===== config.mk =====
export PLATFORM = sky130hd
export DESIGN_NAME = alm_store
export DESIGN_NICKNAME = d
export VERILOG_FILES = /design/src/alm_pkg.sv /design/src/alm_rule_if.sv /design/src/alm_flag_match.sv /design/src/alm_store.sv
export SDC_FILE = /design/constraint.sdc
export NUM_CORES = 1
export LEC_CHECK = 0
export BUFFER_PORTS_ARGS = -buffer_cell sky130_fd_sc_hd__buf_4
export CORE_UTILIZATION = 53
export DETAILED_ROUTE_END_ITERATION = 10
export PLACE_DENSITY = 0.85
export SYNTH_ARGS = -nofsm -noshare
export SYNTH_HDL_FRONTEND = slang
export SYNTH_SLANG_ARGS = --single-unit
export TNS_END_PERCENT = 50

===== constraint.sdc =====
create_clock -name clk_i -period 4.23 [get_ports clk_i]
set_clock_uncertainty 0.1 [all_clocks]
set_input_delay 0.6345 -clock clk_i [delete_from_list [all_inputs] [get_ports clk_i]]
set_output_delay 0.6345 -clock clk_i [all_outputs]
set_load 0.01 [all_outputs]

===== src/alm_pkg.sv =====
// package for the layer-4 acl rule byte store
// assumes a wishbone classic slave with 32-bit data and byte-addressed registers
package alm_pkg;
	// wishbone register byte addresses
	localparam logic [7:0] ALM_ADR_CTRL = 8'h6E;
	localparam logic [7:0] ALM_ADR_OFFSET = 8'h6F;
	localparam logic [7:0] ALM_ADR_DATA = 8'hA0;
	localparam logic [7:0] ALM_ADR_MATCH = 8'hB0;
	// indirect control fields
	localparam int ALM_TSEL_HI = 7;
	localparam int ALM_TSEL_LO = 5;
	localparam logic [2:0] ALM_TSEL_ACL = 3'h2;
	localparam logic [3:0] ALM_PORT_FIRST = 4'h1;
	localparam logic [3:0] ALM_PORT_LAST = 4'h4;
	// rule byte offsets
	localparam logic [7:0] ALM_OFS_MIN_LOW = 8'h05;
	localparam logic [7:0] ALM_OFS_CMP_PROT = 8'h06;
	localparam logic [7:0] ALM_OFS_PROT_FLAG = 8'h07;
	localparam logic [7:0] ALM_OFS_FLAG_MASK = 8'h08;
	localparam logic [7:0] ALM_OFS_FLAG_VAL = 8'h09;
	localparam logic [7:0] ALM_OFS_ACTION = 8'h0A;
	// reset values
	localparam logic [7:0] ALM_RST_BYTE = 8'h00;
	localparam logic [7:0] ALM_RST_CTRL = 8'h00;
	// port compare modes
	typedef enum logic [1:0] {
		ALM_CMP_OFF = 2'b00,
		ALM_CMP_EQ = 2'b01,
		ALM_CMP_IN = 2'b10,
		ALM_CMP_OUT = 2'b11
	} alm_cmp_type;
	// bus access fsm
	typedef enum logic [1:0] {
		ALM_BUS_IDLE = 2'b00,
		ALM_BUS_ACK = 2'b01
	} alm_bus_type;
endpackage : alm_pkg


===== src/alm_rule_if.sv =====
// interface carrying one port's rule bytes to the flag matcher
// assumes one clock; fields are plain levels
`timescale 1ns/1ps
interface alm_rule_if;
	logic flag_match_enable;
	logic [7:0] tcp_flag_mask;
	logic [7:0] acl_tcp_flag_value;
	logic [7:0] seg_flags;
	logic flag_hit;
	modport store (output flag_match_enable, output tcp_flag_mask, output acl_tcp_flag_value,
		output seg_flags, input flag_hit);
	modport match (input flag_match_enable, input tcp_flag_mask, input acl_tcp_flag_value,
		input seg_flags, output flag_hit);
endinterface : alm_rule_if


===== src/alm_flag_match.sv =====
// tcp flag matcher for one rule entry
// assumes all inputs are on clk_i; result is combinational, registered by the caller
`timescale 1ns/1ps
module alm_flag_match (
	alm_rule_if.match rule
);
	import alm_pkg::*;
	// disabled matching passes every segment
	assign rule.flag_hit = !rule.flag_match_enable ||
		((rule.seg_flags & rule.tcp_flag_mask) == (rule.acl_tcp_flag_value & rule.tcp_flag_mask));
endmodule : alm_flag_match


===== src/alm_store.sv =====
// layer-4 acl rule byte store for four switch ports with indirect wishbone access
// assumes wishbone classic master on clk_i, synchronous active-high reset
//
// Function
// control register bits 7:5 = 010 pick acl table, bits 3:0 pick port 1-4
// offset register picks a rule byte, read or written through data register 0xA0
// minimum port low byte is 8-bit read/write, reset zero
// compare mode bits 2:1 of byte 0x06: off, equal either, inside, outside
// protocol bit 7 in byte 0x06 bit 0, bits 6:0 in byte 0x07 bits 7:1
// byte 0x07 bit 0 enables tcp flag matching, reset zero
// byte 0x08 holds 8-bit tcp flag mask, reset zero
// byte 0x09 holds 8-bit tcp flag value, reset zero
// software keeps layer 2, 3 and 4 criteria in separate entries
// offset 0x0A starts the action part, reached through the same data register
// flags match when flags and mask equal stored value and mask
//
// The Wishbone interface to the registers was left to the implementer.
`timescale 1ns/1ps
module alm_store #(
	parameter int NPORTS = 4
) (
	// clock and reset
	input wire logic clk_i,
	input wire logic rst_i,
	// wishbone classic slave
	input wire logic cyc_i,
	input wire logic stb_i,
	input wire logic we_i,
	input wire logic [7:0] adr_i,
	input wire logic [3:0] sel_i,
	input wire logic [31:0] dat_i,
	output logic [31:0] dat_o,
	output logic ack_o,
	// segment under test
	input wire logic [15:0] seg_port_i,
	input wire logic [7:0] seg_protocol_i,
	input wire logic [7:0] seg_flags_i,
	input wire logic [3:0] seg_src_port_i,
	// match results
	output logic flag_hit_o,
	output logic l4_hit_o
);
	import alm_pkg::*;

	// the port index is two bits wide, so only four ports can be served
	if (NPORTS != 4) begin : g_bad_nports
		$error("alm_store serves exactly four ports");
	end

	typedef struct packed {
		logic [7:0] ctrl;
		logic [7:0] ofs;
		logic [NPORTS-1:0][7:0] min_low;
		logic [NPORTS-1:0][1:0] port_compare_mode;
		logic [NPORTS-1:0][7:0] ip_protocol_value;
		logic [NPORTS-1:0] flag_match_enable;
		logic [NPORTS-1:0][7:0] tcp_flag_mask;
		logic [NPORTS-1:0][7:0] acl_tcp_flag_value;
		logic [NPORTS-1:0][7:0] action0;
		alm_bus_type bus;
		logic [31:0] dat;
		logic ack;
		logic flag_hit;
		logic l4_hit;
	} alm_state_type;

	alm_state_type s_q;
	alm_state_type s_d;

	// max port bytes live outside this block; a parameter stands in for the upper bound
	localparam logic [15:0] MAX_PORT = 16'hFFFF;

	alm_rule_if rif ();
	alm_flag_match u_match (
		.rule(rif.match)
	);

	logic sel_ok;
	logic [1:0] pidx;
	logic [1:0] sidx;
	logic [7:0] rd_byte;
	logic [15:0] min_port;
	logic port_ok;
	logic proto_ok;
	logic seg_ok;

	// table select must be acl and port must be 1..4
	assign sel_ok = (s_q.ctrl[ALM_TSEL_HI:ALM_TSEL_LO] == ALM_TSEL_ACL) &&
		(s_q.ctrl[3:0] >= ALM_PORT_FIRST) && (s_q.ctrl[3:0] <= ALM_PORT_LAST);
	assign pidx = 2'(s_q.ctrl[3:0] - ALM_PORT_FIRST);
	assign sidx = 2'(seg_src_port_i - ALM_PORT_FIRST);
	assign seg_ok = (seg_src_port_i >= ALM_PORT_FIRST) && (seg_src_port_i <= ALM_PORT_LAST);

	assign rif.flag_match_enable = s_q.flag_match_enable[sidx];
	assign rif.tcp_flag_mask = s_q.tcp_flag_mask[sidx];
	assign rif.acl_tcp_flag_value = s_q.acl_tcp_flag_value[sidx];
	assign rif.seg_flags = seg_flags_i;

	// read path of the indirect byte
	always_comb begin
		rd_byte = 8'h00;
		if (sel_ok) begin
			case (s_q.ofs)
				ALM_OFS_MIN_LOW: rd_byte = s_q.min_low[pidx];
				ALM_OFS_CMP_PROT: rd_byte = {5'h0, s_q.port_compare_mode[pidx],
					s_q.ip_protocol_value[pidx][7]};
				ALM_OFS_PROT_FLAG: rd_byte = {s_q.ip_protocol_value[pidx][6:0],
					s_q.flag_match_enable[pidx]};
				ALM_OFS_FLAG_MASK: rd_byte = s_q.tcp_flag_mask[pidx];
				ALM_OFS_FLAG_VAL: rd_byte = s_q.acl_tcp_flag_value[pidx];
				ALM_OFS_ACTION: rd_byte = s_q.action0[pidx];
				default: rd_byte = 8'h00;
			endcase
		end
	end

	// port range compare; low byte is held here, high byte fixed at zero in this block
	assign min_port = {8'h00, s_q.min_low[sidx]};
	always_comb begin
		case (alm_cmp_type'(s_q.port_compare_mode[sidx]))
			ALM_CMP_OFF: port_ok = 1'b1;
			ALM_CMP_EQ: port_ok = (seg_port_i == min_port) || (seg_port_i == MAX_PORT);
			ALM_CMP_IN: port_ok = (seg_port_i >= min_port) && (seg_port_i <= MAX_PORT);
			ALM_CMP_OUT: port_ok = (seg_port_i < min_port) || (seg_port_i > MAX_PORT);
			default: port_ok = 1'b1;
		endcase
	end
	assign proto_ok = (seg_protocol_i == s_q.ip_protocol_value[sidx]);

	always_comb begin
		s_d = s_q;
		s_d.flag_hit = seg_ok && rif.flag_hit;
		s_d.l4_hit = seg_ok && rif.flag_hit && port_ok && proto_ok;
		case (s_q.bus)
			ALM_BUS_IDLE: begin
				s_d.ack = 1'b0;
				if (cyc_i && stb_i) begin
					s_d.ack = 1'b1;
					s_d.bus = ALM_BUS_ACK;
					s_d.dat = 32'h0000_0000;
					if (we_i && sel_i[0]) begin
						case (adr_i)
							ALM_ADR_CTRL: s_d.ctrl = dat_i[7:0];
							ALM_ADR_OFFSET: s_d.ofs = dat_i[7:0];
							ALM_ADR_DATA: begin
								if (sel_ok) begin
									case (s_q.ofs)
										ALM_OFS_MIN_LOW: s_d.min_low[pidx] = dat_i[7:0];
										ALM_OFS_CMP_PROT: begin
											s_d.port_compare_mode[pidx] = dat_i[2:1];
											s_d.ip_protocol_value[pidx][7] = dat_i[0];
										end
										ALM_OFS_PROT_FLAG: begin
											s_d.ip_protocol_value[pidx][6:0] = dat_i[7:1];
											s_d.flag_match_enable[pidx] = dat_i[0];
										end
										ALM_OFS_FLAG_MASK: s_d.tcp_flag_mask[pidx] = dat_i[7:0];
										ALM_OFS_FLAG_VAL: s_d.acl_tcp_flag_value[pidx] = dat_i[7:0];
										ALM_OFS_ACTION: s_d.action0[pidx] = dat_i[7:0];
										default: s_d.ofs = s_q.ofs;
									endcase
								end
							end
							default: s_d.ofs = s_q.ofs;
						endcase
					end else if (!we_i) begin
						case (adr_i)
							ALM_ADR_CTRL: s_d.dat = {24'h000000, s_q.ctrl};
							ALM_ADR_OFFSET: s_d.dat = {24'h000000, s_q.ofs};
							ALM_ADR_DATA: s_d.dat = {24'h000000, rd_byte};
							ALM_ADR_MATCH: s_d.dat = {30'h0, s_q.l4_hit, s_q.flag_hit};
							default: s_d.dat = 32'h0000_0000;
						endcase
					end
				end
			end
			ALM_BUS_ACK: begin
				s_d.ack = 1'b0;
				s_d.bus = ALM_BUS_IDLE;
			end
			default: begin
				s_d.ack = 1'b0;
				s_d.bus = ALM_BUS_IDLE;
			end
		endcase
	end

	always_ff @(posedge clk_i) begin
		if (rst_i) begin
			s_q <= '0;
			s_q.ctrl <= ALM_RST_CTRL;
			s_q.ofs <= ALM_RST_BYTE;
			s_q.bus <= ALM_BUS_IDLE;
		end else begin
			s_q <= s_d;
		end
	end

	assign dat_o = s_q.dat;
	assign ack_o = s_q.ack;
	assign flag_hit_o = s_q.flag_hit;
	assign l4_hit_o = s_q.l4_hit;
endmodule : alm_store


==> reports/metrics.csv <==
stage,metric,value,unit
status,status,"finished, final reports clean",
clock_tree,CTS tree,done,
global_route,initial antenna violation count,0,
route,drt via density,6.33,
global_route,global-route wire length before repair,47400,um
yosys,ys async rst share,0,%
yosys,post-synth cell types,54,
critical_path,Most common cell on crit path,buf_4,
critical_path,max incr delay on CP,680,ps
placed_design,dpl hpwl,20500,um
finish,Final nets,1329,
yosys,synthesized area,0.0104,sq mm
global_route,vias in the first global route,9076,
power,clock power share,45.2,%
clock_tree,Post-CTS Setup Bufs,0,
sta,Peak Freq,0.278,GHz
power,Switch Pwr,892,uW
sta,final setup violation count,0,
yosys,synthesis-stage register bit count,200,
power,Comb pwr share,5.8,%
critical_path,Worst Setup Start Kind,primary input,
power,part of the power in registers,49.0,%
critical_path,"Max FO, Critical Path",9,
yosys,Post-synth EDFFs,0,
power,Pint,2950,uW
sta,max-slew violation count,0,
sta,final hold vios,0,
sta,measured slew at the worst slew-check pin,800,ps
route,DRT Wirelength,30400,um
floorplanning,initial core utilization,54.8,%
clock_tree,clock sink total,200,
global_route,Tot GR Track Use,30.7,%
sta,setup tns final,0,ps
critical_path,CP Data Arrival Time,3860,ps
sta,Slew headroom,46.4,%
finish,share of layout cells above drive strength 1,15.0,%
clock_tree,Max Buffers Root-to-Sink,2,
clock_tree,Clock Pin Slew Worst Setup and Hold Paths,70,ps
floorplanning,die area,0.0202,sq mm
yosys,area fraction of the dominant cell type after synthesis,38.5,%
clock_tree,CTS root buffer,clkbuf_16,
finish,antenna cells,0,
clock_tree,CTS Buf Count,17,
yosys,Post-synth top cells,"nand2_1 (359), dfxtp_1 (200), a21oi_1 (184)",
finish,Final Instance Area,0.0115,sq mm
yosys,syn avg cell area,8.61,sq um
route,routed via count,9495,
global_route,total grt overflow,0,
critical_path,Worst Setup End Kind,register,
power,Sw Ratio,23.2,%
route,DRC Markers,0,
critical_path,"critical path, cell by cell",buf_4 -> inv_1 -> ha_1 -> buf_4 -> mux4_2 -> inv_1 -> ha_1 -> nor2b_1 -> o211ai_1 -> a21oi_1 -> a2111oi_0 -> buf_4 -> mux2_2 -> a211oi_1,
sta,RSZ-0062 raised after global routing,no,
critical_path,slowest library cell on the worst path,ha_1,
floorplanning,die width,142,um
floorplanning,CORE AREA,0.0190,sq mm
sta,Tcrit/Tclk final,85.1,%
placed_design,GPL Wtd Cong,0.986,
sta,min Tclk post-route,3600,ps
worst_hold_path,Hold Path Class,register to register,
clock_tree,Resize count post-CTS,0,
yosys,ys flop type,dfxtp_1,
critical_path,"CP delay by family, top",adder cells,
global_route,largest net degree at the start of global routing,89,
critical_path,Critical Path RT,4490,ps
finish,Area growth syn-to-layout,11.0,%
yosys,most frequent cell after synthesis,nand2_1,
route,post-route ant nets,0,
floorplanning,die height,142,um
route,First-pass DRT Iterations,6,
power,Cell Pwr Density,334,mW/mm^2
floorplanning,I/O pin count,120,
clock_tree,hold_buf cts,0,
power,Peak VDD IR,0.000229,V
placed_design,PortBufs,68,
yosys,Synthesis Warnings,0,
yosys,largest cells by area after synthesis,"dfxtp_1 (39%), mux4_2 (13%), nand2_1 (13%)",
clock_tree,latest clock arrival within the worst-skew pair,440,ps
route,DR iter-0 viols,1170,
yosys,post-synthesis sequential area ratio,38.5,%
route,WL/cell,20.3,um
floorplanning,Row Count,50,
clock_tree,H-tree depth,4,
critical_path,Crit Path Class,primary input to register,
job,Max-Cap Viols,0,
placed_design,placed cell areas,0.0109,sq mm
yosys,cell accounting for the most synthesized area,dfxtp_1,
power,Leak Pwr,0.00405,uW
yosys,cells after synthesis,1206,
critical_path,Worst Path Buf+Inv,5,
power groups by stage:
stage	Combinational (uW)	Sequential (uW)	Clock, uW
finish	223	1880	1740
global route	235	1880	1820
CTS	216	1880	1730
detailed placement	215	1930	0
global placement	211	1930	0
floorplan	133	1930	0
cells by family after synthesis:
family                     share of synthesized area [%]
and+or+nand+nor                                     19.9
muxes                                               17.7
DFF                                                 38.5
adders and majority gates                           1.93
xor gates and xnor gates                            3.37
buffers and inverters                               5.71
AOI/OAI and AO/OA                                   12.8
other                                             0.0361
registers in the layout (all words and copies together) (netlist names):
register	flops
s_q	189
dat_o	8
l4_hit_o	1
flag_hit_o	1
ack_o	1
metrics by stage:
| stage | power [uW] | hold slack, ps | util [%] | worst slack [ps] | instances |
|---|---|---|---|---|---|
| 2_1_floorplan | 2060 | 329 | - | 98.7 | 1229 |
| 3_3_place_gp | 2140 | 334 | 57.5 | 238 | 1469 |
| 3_5_place_dp | 2140 | 344 | 57.5 | 190 | 1469 |
| 4_1_cts | 3830 | 354 | 60.8 | 631 | 1501 |
| 5_1_grt | 3940 | 375 | 60.8 | 510 | 1501 |
| 6_report | 3850 | 355 | 60.8 | 630 | 1501 |
cells in the final DEF (no fill, tap or decap), types with 3 or more instances in the layout:
cell type   count
conb_1         24
clkbuf_16      17
nor4b_1         3
buf_4          80
mux4_2         61
bufinv_16       4
mux2i_1        44
nand2_1       359
nand2b_1        4
dfxtp_1       199
nand4_1        13
a222oi_1        4
o211ai_1        3
clkinv_2        3
clkinvlp_4      3
nand3_1        10
o22ai_1         8
xnor2_1         7
and4_1          5
a22oi_1        17
xor2_1         33
inv_1          15
nor2_1         60
nor2b_1         5
o21a_1          3
ha_1           15
nor4_1          4
a211oi_1        4
a21oi_1       184
nor3_1          9
worst reg2reg max path, cell delays in order (launching register included):
cell and delay (ps):
dfxtp_2 370, buf_4 460, ha_1 280, or3b_1 180
and4b_1 460, nand4_1 380, nor2_1 740, nand2_1 180
a21oi_1 200
area by class of cell:
class                      count  area [sq um]
tap                          260           325
multi-input combinational    911          5880
clock buffer                  18           429
clock inverter                14           195
fill                        1500          7430
sequential                   200          4010
inverter                      16          60.1
timing repair buffer          82           632
layer usage:
metal	vias to the layer above	GRT usage, %	share of wire, %
met3	157	5.72	11
met5	-	0	0
met1	4467	37.1	36
li1	4189	-	-
met2	682	49.8	47
met4	0	20.9	6.1
worst paths after layout:
path	start	to	slack, ps	cells past startpoint
worst max register to register	s_q[217]$_SDFFE_PP0P_	s_q[48]$_SDFFE_PP0P_	820	8
worst min register to register	s_q[46]$_SDFFE_PP0P_	s_q[46]$_SDFFE_PP0P_	350	2
worst min-delay path	s_q[46]$_SDFFE_PP0P_	s_q[46]$_SDFFE_PP0P_	350	2
worst max-delay path	seg_src_port_i[1]	l4_hit_o$_SDFF_PP0_	630	14
(Power assumes the default switching activity.)
